## src/pkg/dio_pkg.sv

```systemverilog
// Constants, register map and carrier types of the discrete input/output block.
package dio_pkg;

  // Clock rate and contact qualification window.
  localparam int CLOCK_HZ     = 50_000_000;
  localparam int QUAL_TIME_US = 10_000;
  localparam int QUAL_CYCLES  = QUAL_TIME_US * (CLOCK_HZ / 1_000_000);
  // Length of a momentary contact pulse from the remote station.
  localparam int MOMENTARY_MS = 250;

  // Widths.
  localparam int N_IN    = 4;
  localparam int N_OUT   = 12;
  localparam int N_EV    = 5;
  localparam int ADDR_W  = 8;
  localparam int DATA_W  = 32;
  localparam int CURVE_W = 4;

  // Register byte offsets.
  localparam logic [ADDR_W-1:0] REG_STATUS = 8'h00;
  localparam logic [ADDR_W-1:0] REG_MASK   = 8'h04;
  localparam logic [ADDR_W-1:0] REG_CTRL   = 8'h08;
  localparam logic [ADDR_W-1:0] REG_INPUT  = 8'h0c;
  localparam logic [ADDR_W-1:0] REG_RELAY  = 8'h10;
  localparam logic [ADDR_W-1:0] REG_STATE  = 8'h14;

  // Contact input positions (contact inputs 9 to 12) and event bits.
  localparam int IN_NONRECL   = 0;
  localparam int IN_CLPB      = 1;
  localparam int IN_TRIP_RECL = 2;
  localparam int IN_TRIP_LOCK = 3;
  localparam int EV_REJECT    = 4;

  // Control register fields and reset values.
  localparam int CTRL_SUPV_DIS = 0;
  localparam logic [N_EV-1:0] MASK_RESET = 5'h00;
  localparam logic            CTRL_RESET = 1'b0;

  // Relay output positions (output n sits at bit n-1).
  localparam int OUT_NORMAL    = 0;
  localparam int OUT_NONRECL   = 1;
  localparam int OUT_CLPB      = 2;
  localparam int OUT_SUPV_BLK  = 3;
  localparam int OUT_AC_POWER  = 4;
  localparam int OUT_CTRL_OK   = 5;
  localparam int OUT_RECL_OPEN = 6;
  localparam int OUT_HLT       = 7;
  localparam int OUT_GND_BLK   = 8;
  localparam int OUT_ALT1      = 9;
  localparam int OUT_ALT2      = 10;
  localparam int OUT_ALT3      = 11;
  localparam int N_NONLATCH    = 6;

  // Panel indicator states from the protection logic.
  typedef struct packed {
    logic       ac_power;
    logic       control_ok;
    logic       recloser_open;
    logic       hot_line_tag;
    logic       gnd_trip_block;
    logic       supv_blocked;
    logic [2:0] alt_profile;
    logic       switch_mode;
  } dio_ind_t;

  // One-cycle panel key presses.
  typedef struct packed {
    logic nonreclose;
    logic clpb;
  } dio_keys_t;

  // Commands to the protection logic.
  typedef struct packed {
    logic trip_reclose;
    logic trip_lockout;
    logic close_enable;
    logic gnd_trip_enable;
  } dio_cmd_t;

endpackage

```

## src/hdl/dio_discrete_io.sv

```systemverilog
// Discrete contact inputs 9 to 12, twelve relay outputs and their register port.
`timescale 1ns/1ps
module dio_discrete_io
  import dio_pkg::*;
#(
  parameter int                  QUAL_CYC = QUAL_CYCLES,
  parameter logic [CURVE_W-1:0]  HLT_CURVE = 4'h0
) (
  // Clock and reset.
  input  wire logic               i_clock,
  input  wire logic               i_resetn,
  // Contact inputs 9 to 12 and the variant strap, from pins.
  input  wire logic [N_IN-1:0]    i_contact,
  input  wire logic               i_variant_strap,
  // Protection logic state.
  input  wire dio_ind_t           i_ind,
  input  wire dio_keys_t          i_keys,
  input  wire logic [CURVE_W-1:0] i_profile_curve,
  input  wire logic               i_relay_supply,
  // Register port.
  input  wire logic [ADDR_W-1:0]  i_addr,
  input  wire logic [DATA_W-1:0]  i_wdata,
  input  wire logic               i_write,
  input  wire logic               i_read,
  output      logic [DATA_W-1:0]  o_rdata,
  // Relays, commands and interrupt.
  output      logic [N_OUT-1:0]   o_relay,
  output      dio_cmd_t           o_cmd,
  output      logic [CURVE_W-1:0] o_active_curve,
  output      logic               o_nonreclose,
  output      logic               o_clpb,
  output      logic               o_irq
);

  localparam int CNT_W = $clog2(QUAL_CYC + 1);

  ////////////////////////////////////////////////////////////////////////////
  // Reset release and pin synchronisers.

  logic              rst_meta;
  logic              rst_n;
  logic [N_IN-1:0]   contact_meta;
  logic [N_IN-1:0]   contact_sync;
  logic              strap_meta;
  logic              strap_sync;

  // Reset is asserted at once and released through two flip-flops.
  always_ff @(posedge i_clock or negedge i_resetn) begin
    if (!i_resetn) begin
      rst_meta <= 1'b0;
      rst_n    <= 1'b0;
    end else begin
      rst_meta <= 1'b1;
      rst_n    <= rst_meta;
    end
  end

  // Contacts and strap are asynchronous to the clock.
  always_ff @(posedge i_clock or negedge rst_n) begin
    if (!rst_n) begin
      contact_meta <= '0;
      contact_sync <= '0;
      strap_meta   <= 1'b0;
      strap_sync   <= 1'b0;
    end else begin
      contact_meta <= i_contact;
      contact_sync <= contact_meta;
      strap_meta   <= i_variant_strap;
      strap_sync   <= strap_meta;
    end
  end

  ////////////////////////////////////////////////////////////////////////////
  // Variant strap, caught once after reset release.

  logic       universal;
  logic       strap_taken;
  logic [1:0] strap_fill;

  // Counts the edges that the strap synchroniser needs to fill after reset.
  always_ff @(posedge i_clock or negedge rst_n) begin
    if (!rst_n) begin
      strap_fill <= '0;
    end else begin
      strap_fill <= {strap_fill[0], 1'b1};
    end
  end

  // The strap is sampled once the synchroniser has filled, then held.
  always_ff @(posedge i_clock or negedge rst_n) begin
    if (!rst_n) begin
      universal   <= 1'b0;
      strap_taken <= 1'b0;
    end else if (!strap_taken && strap_fill[1]) begin
      universal   <= strap_sync;
      strap_taken <= 1'b1;
    end
  end

  ////////////////////////////////////////////////////////////////////////////
  // Contact qualification.

  logic [CNT_W-1:0]  qual_cnt [N_IN];
  logic [N_IN-1:0]   qual;
  logic [N_IN-1:0]   qual_d;
  logic [N_IN-1:0]   rise;

  // A contact changes its qualified state only after holding for the window.
  always_ff @(posedge i_clock or negedge rst_n) begin
    if (!rst_n) begin
      qual   <= '0;
      qual_d <= '0;
      for (int i = 0; i < N_IN; i++) begin
        qual_cnt[i] <= '0;
      end
    end else begin
      qual_d <= qual;
      for (int i = 0; i < N_IN; i++) begin
        if (contact_sync[i] == qual[i]) begin
          qual_cnt[i] <= '0;
        end else if (qual_cnt[i] == CNT_W'(QUAL_CYC - 1)) begin
          qual_cnt[i] <= '0;
          qual[i]     <= contact_sync[i];
        end else begin
          qual_cnt[i] <= qual_cnt[i] + CNT_W'(1);
        end
      end
    end
  end

  // Each momentary function fires once per qualified rising edge.
  assign rise = qual & ~qual_d;

  ////////////////////////////////////////////////////////////////////////////
  // Supervisory gating and input actions.

  logic supv_disable;
  logic supv_ok;
  logic supv_reject;
  logic nonreclose;
  logic clpb;

  // Supervisory inputs count only when enabled and not blocked.
  assign supv_ok     = !supv_disable && !i_ind.supv_blocked;
  assign supv_reject = (rise[IN_NONRECL] || rise[IN_CLPB]) && !supv_ok;

  // Non-reclosing toggles from the panel key or a valid input 9 pulse.
  always_ff @(posedge i_clock or negedge rst_n) begin
    if (!rst_n) begin
      nonreclose <= 1'b0;
    end else if (i_keys.nonreclose ^ (rise[IN_NONRECL] && supv_ok)) begin
      nonreclose <= !nonreclose;
    end
  end

  // Cold-load-pickup-blocked toggles from its key or a valid input 10 pulse.
  always_ff @(posedge i_clock or negedge rst_n) begin
    if (!rst_n) begin
      clpb <= 1'b0;
    end else if (i_keys.clpb ^ (rise[IN_CLPB] && supv_ok)) begin
      clpb <= !clpb;
    end
  end

  // Remote trip commands ignore the supervisory state entirely.
  always_ff @(posedge i_clock or negedge rst_n) begin
    if (!rst_n) begin
      o_cmd <= '0;
    end else begin
      o_cmd.trip_reclose    <= rise[IN_TRIP_RECL];
      o_cmd.trip_lockout    <= rise[IN_TRIP_LOCK];
      o_cmd.close_enable    <= !i_ind.hot_line_tag;
      o_cmd.gnd_trip_enable <= !i_ind.gnd_trip_block;
    end
  end

  // Panel state owned here, reported to the protection logic.
  always_ff @(posedge i_clock or negedge rst_n) begin
    if (!rst_n) begin
      o_nonreclose <= 1'b0;
      o_clpb       <= 1'b0;
    end else begin
      o_nonreclose <= nonreclose;
      o_clpb       <= clpb;
    end
  end

  ////////////////////////////////////////////////////////////////////////////
  // Hot line tag curve save and restore.

  logic [CURVE_W-1:0] saved_curve;

  // The profile curve is tracked while untagged and frozen while tagged.
  always_ff @(posedge i_clock or negedge rst_n) begin
    if (!rst_n) begin
      saved_curve <= '0;
    end else if (!i_ind.hot_line_tag) begin
      saved_curve <= i_profile_curve;
    end
  end

  // Tagged operation uses the tag curve; release returns the saved one.
  always_ff @(posedge i_clock or negedge rst_n) begin
    if (!rst_n) begin
      o_active_curve <= '0;
    end else if (i_ind.hot_line_tag) begin
      o_active_curve <= HLT_CURVE;
    end else begin
      o_active_curve <= saved_curve;
    end
  end

  ////////////////////////////////////////////////////////////////////////////
  // Relay outputs.

  logic [N_OUT-1:0] relay_want;
  logic             alt_any;

  // Profile 3 does not exist as such on the universal variant.
  assign alt_any = i_ind.alt_profile[0] || i_ind.alt_profile[1] ||
                   (i_ind.alt_profile[2] && !universal);

  // Indicator state mapped to relay positions.
  always_comb begin
    relay_want                = '0;
    relay_want[OUT_NORMAL]    = !alt_any;
    relay_want[OUT_NONRECL]   = nonreclose;
    relay_want[OUT_CLPB]      = clpb;
    relay_want[OUT_SUPV_BLK]  = i_ind.supv_blocked;
    relay_want[OUT_AC_POWER]  = i_ind.ac_power;
    relay_want[OUT_CTRL_OK]   = i_ind.control_ok;
    relay_want[OUT_RECL_OPEN] = i_ind.recloser_open;
    relay_want[OUT_HLT]       = i_ind.hot_line_tag;
    relay_want[OUT_GND_BLK]   = i_ind.gnd_trip_block;
    relay_want[OUT_ALT1]      = i_ind.alt_profile[0];
    relay_want[OUT_ALT2]      = i_ind.alt_profile[1];
    if (universal) begin
      relay_want[OUT_ALT3]    = i_ind.switch_mode;
    end else begin
      relay_want[OUT_ALT3]    = i_ind.alt_profile[2];
    end
  end

  // Without relay supply the non-latched relays drop and latched ones hold.
  always_ff @(posedge i_clock or negedge rst_n) begin
    if (!rst_n) begin
      o_relay <= '0;
    end else if (i_relay_supply) begin
      o_relay <= relay_want;
    end else begin
      o_relay[N_NONLATCH-1:0] <= '0;
    end
  end

  ////////////////////////////////////////////////////////////////////////////
  // Event status, mask and interrupt.

  logic [N_EV-1:0] status;
  logic [N_EV-1:0] mask;
  logic [N_EV-1:0] events;
  logic            rd_status;

  assign events    = {supv_reject, rise};
  assign rd_status = i_read && (i_addr == REG_STATUS);

  // A read clears the status, but an event in the same cycle still sets it.
  always_ff @(posedge i_clock or negedge rst_n) begin
    if (!rst_n) begin
      status <= '0;
    end else if (rd_status) begin
      status <= events;
    end else begin
      status <= status | events;
    end
  end

  // Interrupt is high while any unmasked status bit is set.
  always_ff @(posedge i_clock or negedge rst_n) begin
    if (!rst_n) begin
      o_irq <= 1'b0;
    end else begin
      o_irq <= |(status & mask);
    end
  end

  ////////////////////////////////////////////////////////////////////////////
  // Register port.

  // Writable registers.
  always_ff @(posedge i_clock or negedge rst_n) begin
    if (!rst_n) begin
      mask         <= MASK_RESET;
      supv_disable <= CTRL_RESET;
    end else if (i_write) begin
      if (i_addr == REG_MASK) begin
        mask <= i_wdata[N_EV-1:0];
      end else if (i_addr == REG_CTRL) begin
        supv_disable <= i_wdata[CTRL_SUPV_DIS];
      end
    end
  end

  // Read data stands in the cycle after the read strobe; unmapped reads zero.
  always_ff @(posedge i_clock or negedge rst_n) begin
    if (!rst_n) begin
      o_rdata <= '0;
    end else if (!i_read) begin
      o_rdata <= '0;
    end else if (i_addr == REG_STATUS) begin
      o_rdata <= DATA_W'(status);
    end else if (i_addr == REG_MASK) begin
      o_rdata <= DATA_W'(mask);
    end else if (i_addr == REG_CTRL) begin
      o_rdata <= DATA_W'(supv_disable);
    end else if (i_addr == REG_INPUT) begin
      o_rdata <= DATA_W'(qual);
    end else if (i_addr == REG_RELAY) begin
      o_rdata <= DATA_W'(o_relay);
    end else if (i_addr == REG_STATE) begin
      o_rdata <= DATA_W'({universal, supv_ok, clpb, nonreclose});
    end else begin
      o_rdata <= '0;
    end
  end

endmodule

```

## config.mk

```make
export PLATFORM = sky130hd
export DESIGN_NAME = dio_discrete_io
export DESIGN_NICKNAME = d
export VERILOG_FILES = /design/src/pkg/dio_pkg.sv /design/src/hdl/dio_discrete_io.sv
export SDC_FILE = /design/constraint.sdc
export NUM_CORES = 1
export LEC_CHECK = 0
export BUFFER_PORTS_ARGS = -buffer_cell sky130_fd_sc_hd__buf_2
export CORE_AREA = 2 2 136 138
export CTS_CLUSTER_DIAMETER = 80
export DETAILED_ROUTE_END_ITERATION = 8
export DIE_AREA = 0 0 138 140
export SYNTH_ARGS = -nofsm -noshare
export SYNTH_HDL_FRONTEND = slang
export SYNTH_SLANG_ARGS = --single-unit
```

## constraint.sdc

```tcl
create_clock -name i_clock -period 12.2 [get_ports i_clock]
set_input_delay 2.44 -clock i_clock [delete_from_list [all_inputs] [get_ports i_clock]]
set_output_delay 2.44 -clock i_clock [all_outputs]
set_load 0.02 [all_outputs]
```

# [After elaboration in Yosys (flattened, before gate mapping)]
# Index checks and enable logic that the tools add are counted.
[word_totals] reg_bits=172 latch_bits=0 ram_bits=0 mem_bits_ro=0 inputBits=66 out_inout_bits=55 n_memories=0
[classes] n_addsub=4 n_mul=0 div_mod_pow=0 n_lt_le_gt_ge=0 eq_ne=13 shifts=0 mux=19 n_bitwise=11 n_reduce_logical=28
[op_table] operator="19-bit 2-to-1 mux" count=8
[op_table] operator="19-bit by 1-bit adder with 19-bit output, second input constant" count=4
[op_table] operator="19-bit equality test, second input constant" count=4
[op_table] operator="12-bit 2-to-1 mux" count=6
[op_table] operator="8-bit by 4-bit equality test with 1-bit output, second input constant" count=2
[op_table] operator="8-bit by 5-bit equality test with 1-bit output, second input constant" count=2
[op_table] operator="1-bit logical NOT" count=10
[op_table] operator="2-bit AND reduction" count=5
[op_table] operator="8-bit by 3-bit equality test with 1-bit output, second input constant" count=1
[op_table] operator="8-bit logical NOT" count=1
[op_table] operator="4-bit 2-to-1 mux" count=2
[op_table] operator="1-bit logical AND" count=7
[op_table] operator="6-bit 2-to-1 mux" count=1
[op_table] operator="5-bit bitwise AND" count=1
[op_table] operator="5-bit 2-to-1 mux" count=1
[op_table] operator="1-bit inverter" count=5
[op_table] operator="5-bit OR" count=1
[op_table] operator="5-bit OR reduction" count=1
[op_table] operator="4-bit bitwise AND" count=1
[op_table] operator="1-bit equality test" count=4
[op_table] operator="4-bit inverter" count=1
[op_table] operator="1-bit logical OR" count=3
[op_table] operator="3-bit AND reduction" count=1
[op_table] operator="1-bit bitwise XOR" count=2
[op_table] operator="1-bit 2-to-1 mux" count=1

# [Depth between registers and ports, before layout]
# Gate-level depths: netlist of run 1.
[logic_depth] word_depth=9 depth_mapped=6

# [Worst setup path after synthesis of run 1]
# OpenSTA, ideal clock, no wires.
[synth_path] kind="input to register" start="input i_addr[5]" end="register mask[0]" setup_ns=0.125 arrival_ns=3.541 t_required_ns=12.075 slack_ns=8.535 path_stages=4 n_path_buf=0 cell_sequence="or3_1 nor3_1 nand4_1 mux2_2"
[synth_via] elab_chain_cells=2
[synth_lines] item="start, declared" line_no="dio_discrete_io.sv:21" source="input wire logic [ADDR_W-1:0] i_addr,"
[synth_lines] item="8-bit by 3-bit equality test with 1-bit output" line_no="dio_discrete_io.sv:295" source="if (i_addr == REG_MASK) begin"
[synth_lines] item="2-bit AND reduction (no source line)"
[synth_lines] item="end signal, assigned" line_no="dio_discrete_io.sv:296" source="mask <= i_wdata[N_EV-1:0];"
[synth_lines] item="end, declared" line_no="dio_discrete_io.sv:259" source="logic [N_EV-1:0] mask;"
# No other way between the ends.
# A chain may end at the register's enable or synchronous reset.

# [Worst setup path in the final report of run 1]
[layout_path] start="input i_addr[7]" end="register o_rdata[10]"
[layout_via] elab_chain_cells=7
[layout_lines] item="8-bit by 5-bit equality test with 1-bit output" line_no="dio_discrete_io.sv:317" source="end else if (i_addr == REG_RELAY) begin"
[layout_lines] item="12-bit 2-to-1 mux" line_no="dio_discrete_io.sv:317"
[layout_lines] item="12-bit 2-to-1 mux" line_no="dio_discrete_io.sv:315" source="end else if (i_addr == REG_INPUT) begin"
[layout_lines] item="12-bit 2-to-1 mux" line_no="dio_discrete_io.sv:313" source="end else if (i_addr == REG_CTRL) begin"
[layout_lines] item="12-bit 2-to-1 mux" line_no="dio_discrete_io.sv:311" source="end else if (i_addr == REG_MASK) begin"
[layout_lines] item="12-bit 2-to-1 mux (*)" line_no="dio_discrete_io.sv:309" source="end else if (i_addr == REG_STATUS) begin"
[layout_lines] item="12-bit 2-to-1 mux (*)" line_no="dio_discrete_io.sv:307" source="end else if (!i_read) begin"
[layout_lines] item="end signal, assigned" line_no="dio_discrete_io.sv:310" source="o_rdata <= DATA_W'(status);"
[layout_lines] item="end signal, assigned" line_no="dio_discrete_io.sv:312" source="o_rdata <= DATA_W'(mask);"
[layout_lines] item="end signal, assigned" line_no="dio_discrete_io.sv:314" source="o_rdata <= DATA_W'(supv_disable);"
[layout_lines] item="end, declared" line_no="dio_discrete_io.sv:25" source="output logic [DATA_W-1:0] o_rdata,"
# Mark *: on every way between the ends. The rest lies on a longest branch, timed or not.

==> impl_metrics.py, run 1 <==
metrics = {
    "cells_and_area": {
        "multi_input_area_sq_um": 2820,
        "final_common_cell": "dfrtp_1",
        "nNetsFinal": 784,
        "fin_cells": 957,
        "layout_common_cells": "dfrtp_1 (151), nor2_1 (78), buf_2 (73)",
        "n_fill_cell": 1654,
        "regArea_sq_um": 3810,
        "area_growth_pct": 16.8,
        "drive_above_1_share_pct": 19.7,
    },
    "floorplanning": {
        "start_util_pct": 38.5,
        "io_pins": 121,
        "rows": 49,
        "core_sq_um": 17800,
        "die_height_um": 140,
        "fp.dieW_um": 138,
        "die-area_sq_um": 19300,
    },
    "routing": {
        "drtPass1Iterations": 4,
        "drtIter0Drc": 337,
        "drcViolationCount": 0,
        "routedWlPerCell_um": 14.3,
        "via_per_inst": 4.99,
        "drt_wl_total_um": 13700,
        "vias": 4772,
        "ant_nets": 0,
    },
    "timing": {
        "hold-worst-slack_ns": 0.325,
        "max_freq_ghz": 0.261,
        "tightest_slew_ns": 1.21,
        "finalCriticalPeriod_ns": 3.83,
        "drv_slew": 0,
        "slew_headroom_pct": 19.0,
        "rsz0062_at_grt": "no",
        "fin_crit_sh_pct": 31.4,
        "finalSetupViolations": 0,
        "fin_skew_ns": 0.0117,
        "finalWorstSetupSlack_ns": 8.37,
        "hold_viol": 0,
        "tns_ns": 0,
    },
    "synthesis": {
        "yosysWarningCount": 0,
        "syn_area_sq_um": 6840,
        "synth.yosys.seq_area_share_pct": 55.6,
        "synth_ff_type": "dfrtp_1",
        "synth_cells": 633,
        "synth_seq_cells": 152,
        "synth-edff-count": 0,
        "ys_types": 51,
        "syn_area_per_cell_sq_um": 10.8,
        "synthArstFlopShare_pct": 100,
    },
    "cts": {
        "clock_latency_ns": 0.42,
        "cts_resized": 0,
        "cts.path.max_buffers": 2,
        "cts_max_level": 4,
        "postCtsSetupBuffers": 0,
        "cts_tree": "done",
        "cts_hold_buf": 0,
        "clk_pin_slew_ns": 0.07,
        "cts_root_buf": "clkbuf_16",
        "cts-buffers-inserted": 17,
        "clkSinkCount": 152,
    },
    "power_and_ir_drop": {
        "ir_drop_v": 0.0000933,
        "p_leak_nw": 3.52,
        "power_density_nw_per_um2": 146,
    },
    "global_routing": {
        "grt_max_degree": 61,
        "first_global_vias": 4789,
        "overflow": 0,
        "grt_pass1_wl_um": 23300,
        "antenna_found_initial": 1,
        "grt_usage_pct": 14.8,
    },
    "worst_hold_path": {
        "min_path_type": "reg2async",
    },
    "critical_path": {
        "path_class": "in2reg",
        "crit_path_end_kind": "flop",
        "worst_ep_required_time_ns": 12.55,
        "cp_max_fo": 7,
        "arrival_ns": 4.18,
        "crit_path_start_kind": "input port",
    },
    "placement": {
        "gp_congestion": 0.845,
        "place_hpwl_um": 9670,
        "post-place-ws_ns": 7.85,
        "io_buffers": 73,
        "dp_cells": 924,
    },
    "run": {
        "maxCapViolations": 0,
    },
    "outcome": {
        "outcome": "complete, no violations",
    },
}
where the power goes:
group	internal, W	leakage [nW]	switching [W]
clock network	0.000311	0.298	0.000228
logic	0.0000308	1.21	0.0000524
registers	0.000526	2.02	0.0000189
sequential cells by signal, summed over array words and instances (netlist names), 2 cells and up:
register and flops:
qual_cnt 76, o_rdata 12, o_relay 12, mask 5
status 5, contact_meta 4, contact_sync 4, o_active_curve 4
o_cmd 4, qual 4, qual_d 4, saved_curve 4
strap_fill 2
worst paths after layout:
check | slack, ns | end | from | depth (start not counted)
worst max-delay path | 8.37 | o_rdata[10] | i_addr[7] | 5
min in group i_clock | 0.35 | contact_sync[0] | contact_meta[0] | 0
worst min register to register | 0.33 | qual_cnt[20] | rst_n | 0
worst max register to register | 9.93 | qual_cnt[22] | qual_cnt[19] | 4
worst min-delay path | 0.33 | qual_cnt[20] | rst_n | 0
max in group asynchronous | 10.30 | rst_n | i_resetn | 1
per-layer routing:
| metal | global-route usage [%] | vias up | part of all wire [%] |
|---|---|---|---|
| met5 | 0 | - | 0 |
| met4 | 5.96 | 0 | 1.4 |
| met3 | 3.79 | 16 | 4.3 |
| met2 | 23.9 | 106 | 48 |
| met1 | 19.1 | 2322 | 46 |
| li1 | - | 2328 | - |
metrics by stage:
step / instance area (sq um) / power [W] / utilization [%]
after global placement: 7380 / 0.000637 / 41.5
after CTS: 7990 / 0.00118 / 44.9
after global routing: 7990 / 0.00121 / 45.0
after floorplan: 6920 / 0.000612 / -
final: 7990 / 0.00117 / 45.0
after detailed placement: 7380 / 0.000638 / 41.5
Yosys cell counts, drive strengths merged, types with 3 or more instances:
| library cell | count | area [sq um] |
|---|---|---|
| dfrtp | 152 | 3800 |
| nor2 | 78 | 293 |
| xnor2 | 48 | 420 |
| nand2 | 34 | 128 |
| nand3 | 31 | 155 |
| nor4 | 26 | 175 |
| buf | 25 | 176 |
| inv | 23 | 86.3 |
| nand4 | 23 | 174 |
| a21oi | 22 | 110 |
| mux2 | 22 | 248 |
| nor3 | 20 | 100 |
| and2 | 16 | 100 |
| o21ai | 15 | 75.1 |
| xor2 | 14 | 123 |
| nor2b | 11 | 68.8 |
| clkbuf | 8 | 30.0 |
| or3 | 8 | 50.1 |
| nor4b | 5 | 43.8 |
| a211oi | 4 | 30.0 |
| and4 | 4 | 35.0 |
| ha | 4 | 50.1 |
| nand2b | 4 | 25.0 |
| or2 | 4 | 25.0 |
| or4 | 4 | 30.0 |
| mux2i | 3 | 30.0 |
| o41ai | 3 | 82.6 |
final cells by class:
class / count / share of cell area (%)
diodes: 1 / 0.0313
inverters: 23 / 1.08
flip-flops and latches: 152 / 47.6
multi-input cells: 445 / 35.3
well taps: 229 / 3.58
clock buffers: 17 / 5.32
clock inverters: 15 / 2.30
repair buffers: 75 / 4.76
logic make-up after synthesis:
group | count (synthesis) | share of synthesized area [%]
flip-flops | 152 | 55.6
XOR/XNOR | 62 | 7.94
multiplexers | 25 | 4.06
adder cells (fa/ha/maj) | 4 | 0.731
buffers and inverters | 56 | 4.28
AO/OA/AOI/OAI | 56 | 5.78
other | 2 | 0.110
AND/OR/NAND/NOR | 276 | 21.5
critical path: stages:
cell and delay (ns):
buf_2 0.11, nor3_1 0.23, nand3_1 0.26, nor4_1 0.89
and2_1 0.25
No activity file was read; power rests on OpenSTA's default activity.
==> inputs of run 2 (changes only) <==
==> constraint.sdc (replaced) <==
create_clock -name i_clock -period 3.9 [get_ports i_clock]
set_input_delay 0.78 -clock i_clock [delete_from_list [all_inputs] [get_ports i_clock]]
set_output_delay 0.78 -clock i_clock [all_outputs]
set_load 0.02 [all_outputs]
==> run 2 against run 1 <==
Net effect:
- first-iteration DRC count is 2.1% lower
- clock skew is 0.0040 ns lower
- global-route usage about the same
- critical path type is now reg2reg
==> impl_metrics.py, run 2 (synthesized netlist as in run 1, its figures left out) <==
metrics = {
    "cells_and_area": {
        "largest_reg_flops": 76,
        "antenna_cells": 0,
        "reg_top3": "qual_cnt x76, o_rdata x12, o_relay x12",
        "area_growth_pct": 16.6,
        "layout_common_cells": "dfrtp_1 (151), nor2_1 (78), buf_2 (73)",
        "fin_cells": 957,
        "final_common_cell": "dfrtp_1",
        "largest_register": "qual_cnt",
        "drive_above_1_share_pct": 19.6,
        "final_cell_area_sq_um": 7980,
        "nNetsFinal": 785,
    },
    "timing": {
        "rsz0062_at_grt": "no",
        "hold_viol": 0,
        "hold-worst-slack_ns": 0.127,
        "finalCriticalPeriod_ns": 2.37,
        "finalWorstSetupSlack_ns": 1.53,
        "drv_slew": 0,
        "tns_ns": 0,
        "fin_skew_ns": 0.00776,
        "fin_crit_sh_pct": 60.9,
        "tightest_slew_ns": 1.26,
        "max_freq_ghz": 0.421,
        "finalSetupViolations": 0,
        "slew_headroom_pct": 15.3,
    },
    "cts": {
        "cts_max_level": 4,
        "clock_latency_ns": 0.42,
        "clkSinkCount": 152,
        "cts-buffers-inserted": 17,
        "cts_root_buf": "clkbuf_16",
        "clk_pin_slew_ns": 0.06,
        "postCtsSetupBuffers": 0,
        "cts_tree": "done",
        "cts_resized": 0,
        "cts.path.max_buffers": 2,
        "cts_hold_buf": 0,
    },
    "power_and_ir_drop": {
        "switching_share_pct": 24.5,
        "pwr-share-clk_pct": 45.2,
        "p_int_w": 0.00271,
        "power_frac_comb_pct": 7.3,
        "p_leak_nw": 3.51,
        "ir_drop_v": 0.000327,
        "power_density_nw_per_um2": 449,
        "pwr-share-seq_pct": 47.5,
        "p_sw_w": 0.000877,
    },
    "floorplanning": {
        "core_sq_um": 17800,
        "die-area_sq_um": 19300,
        "fp.dieW_um": 138,
        "io_pins": 121,
        "rows": 49,
        "die_height_um": 140,
        "start_util_pct": 38.5,
    },
    "routing": {
        "drt_wl_total_um": 13700,
        "drtPass1Iterations": 4,
        "via_per_inst": 5.06,
        "vias": 4847,
        "routedWlPerCell_um": 14.3,
        "drtIter0Drc": 330,
        "ant_nets": 0,
        "drcViolationCount": 0,
    },
    "global_routing": {
        "grt_pass1_wl_um": 23300,
        "antenna_found_initial": 0,
        "grt_usage_pct": 14.8,
        "grt_max_degree": 47,
        "first_global_vias": 4884,
        "overflow": 0,
    },
    "placement": {
        "dp_cells": 925,
        "placedInstanceArea_sq_um": 7390,
        "post-place-ws_ns": 1.23,
        "gp_congestion": 0.838,
        "place_hpwl_um": 9690,
        "io_buffers": 73,
    },
    "critical_path": {
        "worst_ep_required_time_ns": 4.15,
        "cp_max_fo": 18,
        "path_class": "reg2reg",
        "crit_path_start_kind": "flop",
        "arrival_ns": 2.62,
        "crit_path_end_kind": "flop",
    },
    "run": {
        "maxCapViolations": 0,
    },
    "outcome": {
        "outcome": "complete, no violations",
    },
    "worst_hold_path": {
        "min_path_type": "in2async",
    },
}
[run 2: worst max-delay path, cell delays in order, from the launching register on]
cell and delay, ns:
dfrtp_1 0.41, ha_1 0.25, nand4_1 0.32, o21ai_1 1.08, nor2_1 0.14
[run 2: layout make-up]
cell class | count | area (sq um)
fill | 1635 | 9800
sequential | 152 | 3810
multi-input combinational | 445 | 2820
clock buffer | 19 | 443
timing repair buffer | 76 | 388
tap | 229 | 287
clock inverter | 13 | 145
inverter | 23 | 86.3
[run 2: per-stage QoR]
| stage | total power (W) | utilization, % |
|---|---|---|
| after floorplan | 0.00191 | - |
| after global placement | 0.00199 | 41.6 |
| after detailed placement | 0.00200 | 41.6 |
| after CTS | 0.00363 | 44.9 |
| after global routing | 0.00375 | 44.9 |
| final | 0.00359 | 44.9 |
[run 2: power groups by stage]
| stage | Clock, W | Combinational, W | Sequential, W |
|---|---|---|---|
| floorplan | 0 | 0.000141 | 0.00177 |
| global placement | 0 | 0.000262 | 0.00173 |
| detailed placement | 0 | 0.000267 | 0.00173 |
| CTS | 0.00166 | 0.000268 | 0.00170 |
| global route | 0.00174 | 0.000291 | 0.00171 |
| finish | 0.00162 | 0.000263 | 0.00170 |
[run 2: final timing paths]
kind	from	end	slack, ns	depth (start not counted)
max	qual_cnt[19]	qual_cnt[35]	1.53	4
min	i_resetn	rst_n	0.13	1
max reg2reg	qual_cnt[19]	qual_cnt[35]	1.53	4
min reg2reg	rst_n	qual_cnt[20]	0.25	0
max in group asynchronous	rst_n	o_relay[11]	2.75	1
min in group i_clock	contact_meta[1]	contact_sync[1]	0.35	0
[run 2: layer usage]
| layer | GRT usage [%] | vias to the layer above | part of all wire [%] |
|---|---|---|---|
| met5 | 0 | - | 0 |
| met4 | 5.80 | 0 | 2.1 |
| met3 | 4.51 | 25 | 4.5 |
| met2 | 23.6 | 116 | 47 |
| met1 | 18.9 | 2382 | 46 |
| li1 | - | 2324 | - |
==> inputs of run 3 (changes only) <==
--- a/config.mk
+++ b/config.mk
@@ -5,11 +5,12 @@
 export SDC_FILE = /design/constraint.sdc
 export NUM_CORES = 1
 export LEC_CHECK = 0
+export ABC_AREA = 1
 export BUFFER_PORTS_ARGS = -buffer_cell sky130_fd_sc_hd__buf_2
-export CORE_AREA = 2 2 136 138
+export CORE_AREA = 2 2 142 144
 export CTS_CLUSTER_DIAMETER = 80
 export DETAILED_ROUTE_END_ITERATION = 8
-export DIE_AREA = 0 0 138 140
+export DIE_AREA = 0 0 144 146
 export SYNTH_ARGS = -nofsm -noshare
 export SYNTH_HDL_FRONTEND = slang
 export SYNTH_SLANG_ARGS = --single-unit
==> constraint.sdc (replaced) <==
create_clock -name i_clock -period 2.45 [get_ports i_clock]
set_input_delay 0.49 -clock i_clock [delete_from_list [all_inputs] [get_ports i_clock]]
set_output_delay 0.49 -clock i_clock [all_outputs]
set_load 0.02 [all_outputs]
==> run 3 against run 2 <==
Net effect:
- synthesized cell count grew 46%
- sequential share of layout area fell by 4.1 points
- fmax grew 28%
- utilization grew 0.30 points
- area after synthesis up 9.5%
- die area grew 8.8%
- largest power group unchanged
- clock skew is 0.0024 ns higher
- non-clock buffer count up 1
- clock-buffer cell count is 2 higher
==> impl_metrics.py, run 3 <==
metrics = {
    "outcome": {
        "outcome": "complete, no violations",
    },
    "cells_and_area": {
        "layout_common_cells": "nand2_1 (195), nor2_1 (176), dfrtp_1 (151)",
        "antenna_cells": 0,
        "regArea_sq_um": 3810,
        "largest_reg_flops": 76,
        "fin_cells": 1288,
        "nNetsFinal": 1082,
        "reg_top3": "qual_cnt x76, o_rdata x12, o_relay x12",
        "final_common_cell": "nand2_1",
        "drive_above_1_share_pct": 14.5,
        "multi_input_area_sq_um": 3170,
        "n_fill_cell": 1940,
        "largest_register": "qual_cnt",
        "post-route-util_pct": 45.2,
        "area_growth_pct": 16.6,
    },
    "floorplanning": {
        "io_pins": 121,
        "start_util_pct": 38.7,
        "rows": 51,
        "fp.dieW_um": 144,
        "die-area_sq_um": 21000,
        "die_height_um": 146,
        "core_sq_um": 19300,
    },
    "global_routing": {
        "antenna_found_initial": 0,
        "first_global_vias": 5522,
        "overflow": 0,
        "grt_usage_pct": 16.7,
        "grt_max_degree": 54,
        "grt_pass1_wl_um": 27500,
    },
    "timing": {
        "finalCriticalPeriod_ns": 1.85,
        "tns_ns": 0,
        "rsz0062_at_grt": "no",
        "fin_crit_sh_pct": 75.6,
        "hold_viol": 0,
        "drv_slew": 0,
        "finalSetupViolations": 0,
        "finalWorstSetupSlack_ns": 0.598,
        "tightest_slew_ns": 0.604,
        "max_freq_ghz": 0.540,
        "slew_headroom_pct": 59.7,
        "fin_skew_ns": 0.0102,
    },
    "synthesis": {
        "synth-edff-count": 0,
        "syn_area_per_cell_sq_um": 8.13,
        "yosys-top-cells-area": "dfrtp_1 (51%), nand2_1 (9.8%), nor2_1 (8.8%)",
        "synthTopCellsByCount": "nand2_1 (195), nor2_1 (176), dfrtp_1 (152), inv_1 (105), nand3_1 (63)",
        "synth_cells": 922,
        "synth.yosys.seq_area_share_pct": 50.8,
        "synthArstFlopShare_pct": 100,
        "synth_seq_cells": 152,
        "synth_top_area_share_pct": 50.8,
        "yosysWarningCount": 0,
        "synth_top_area_cell": "dfrtp_1",
        "syn_area_sq_um": 7490,
        "yosysMostFrequentCell": "nand2_1",
        "synth_ff_type": "dfrtp_1",
        "ys_types": 38,
    },
    "routing": {
        "via_per_inst": 4.69,
        "ant_nets": 0,
        "drtPass1Iterations": 6,
        "drtIter0Drc": 550,
        "drt_wl_total_um": 16800,
        "drcViolationCount": 0,
        "vias": 6045,
        "routedWlPerCell_um": 13.1,
    },
    "worst_hold_path": {
        "min_path_type": "in2reg",
    },
    "power_and_ir_drop": {
        "ir_drop_v": 0.000436,
        "p_leak_nw": 3.97,
        "power_density_nw_per_um2": 661,
    },
    "cts": {
        "clk_pin_slew_ns": 0.06,
        "cts_root_buf": "clkbuf_16",
        "cts.path.max_buffers": 2,
        "clock_latency_ns": 0.42,
        "cts-buffers-inserted": 17,
        "cts_resized": 0,
        "cts_max_level": 4,
        "cts_hold_buf": 1,
        "postCtsSetupBuffers": 0,
        "cts_tree": "done",
        "clkSinkCount": 152,
    },
    "critical_path": {
        "arrival_ns": 2.15,
        "cpMostUsedCell": "nor3_1",
        "crit_path_start_kind": "flop",
        "worst_ep_required_time_ns": 2.75,
        "crit_path_max_incr_delay_ns": 0.49,
        "cp_max_fo": 7,
        "cpMaxStageDelayCell": "dfrtp_1",
        "path_cells": "ha_1 > nand4_2 > nor2_1 > nand3_1 > nor3_1 > nor3_1",
        "path_class": "reg2reg",
        "crit_path_end_kind": "flop",
    },
    "placement": {
        "io_buffers": 73,
        "gp_congestion": 0.882,
        "dp_cells": 1257,
        "post-place-ws_ns": 0.529,
        "place_hpwl_um": 12500,
    },
    "run": {
        "maxCapViolations": 0,
    },
}
==> run 3: changes by cell type in the layout (fill, tap and decap cells not counted), moves of 11 or more <==
cell and change:
nand2_1 +161, nor2b_1 -11, and2_1 -15, nor3_1 +12, xnor2_1 -42, inv_1 +82, nand2_2 +13, o21ai_0 +14
mux2_2 -22, nand3_1 +32, xor2_1 +16, nor4_1 -24, nor2_1 +98
==> run 3: final timing paths <==
| kind | endpoint | slack (ns) | from | cells past startpoint |
|---|---|---|---|---|
| worst max register to register | qual_cnt[71] | 0.60 | qual_cnt[57] | 6 |
| max in group asynchronous | qual_cnt[31] | 1.42 | rst_n | 1 |
| min in group asynchronous | qual_cnt[41] | 0.34 | rst_n | 0 |
| worst min register to register | qual_cnt[41] | 0.34 | rst_n | 0 |
| worst max-delay path | qual_cnt[71] | 0.60 | qual_cnt[57] | 6 |
| worst min-delay path | strap_meta | 0.18 | i_variant_strap | 1 |
==> run 3: where the power goes <==
part / total, W / internal, W / switching [W]
Clock: 0.00261 / 0.00164 / 0.000976
Sequential: 0.00274 / 0.00263 / 0.000107
Combinational: 0.000421 / 0.000130 / 0.000290
Total: 0.00577 / 0.00440 / 0.00137
==> run 3: critical path, delay by kind of cell (launching register included) <==
| family | cells | cell delay (ns) |
|---|---|---|
| adder cells (fa/ha/maj) | 1 | 0.37 |
| flip-flops | 1 | 0.49 |
| AND/OR/NAND/NOR | 5 | 0.88 |
==> run 3: kinds of logic (layout without fill, tap and decap cells) <==
family | Yosys count | count (layout) | share of synthesized area, %
simple gates | 535 | 535 | 32.1
flops | 152 | 152 | 50.8
buf+inv | 136 | 217 | 7.90
compound gates | 57 | 57 | 4.21
xor+xnor | 36 | 36 | 4.21
fa+ha+maj | 4 | 4 | 0.668
other cells | 2 | 22 | 0.100
==> run 3: layout make-up <==
class                   count  share of cell area [%]
clock buffers              21                    5.27
clock inverters             9                    1.45
inverters                 110                    4.73
multi-input cells         654                    36.3
flip-flops and latches    152                    43.6
well taps                 265                    3.80
repair buffers             77                    4.84
==> run 3: metrics by stage <==
step                      instance area (sq um)  hold slack (ns)  total power, W
after floorplan                            7570            0.194         0.00304
after global placement                     8140            0.276         0.00321
after detailed placement                   8140            0.278         0.00321
after CTS                                  8730            0.158         0.00584
after global routing                       8730            0.152         0.00604
final                                      8730            0.179         0.00577
==> run 3: metal layers <==
layer,routed length (um),up-vias,GRT usage (%)
met5,0,-,0
met4,201,0,5.29
met3,840,15,3.42
met2,7460,170,25.1
met1,8330,2807,24.1
li1,-,3053,-
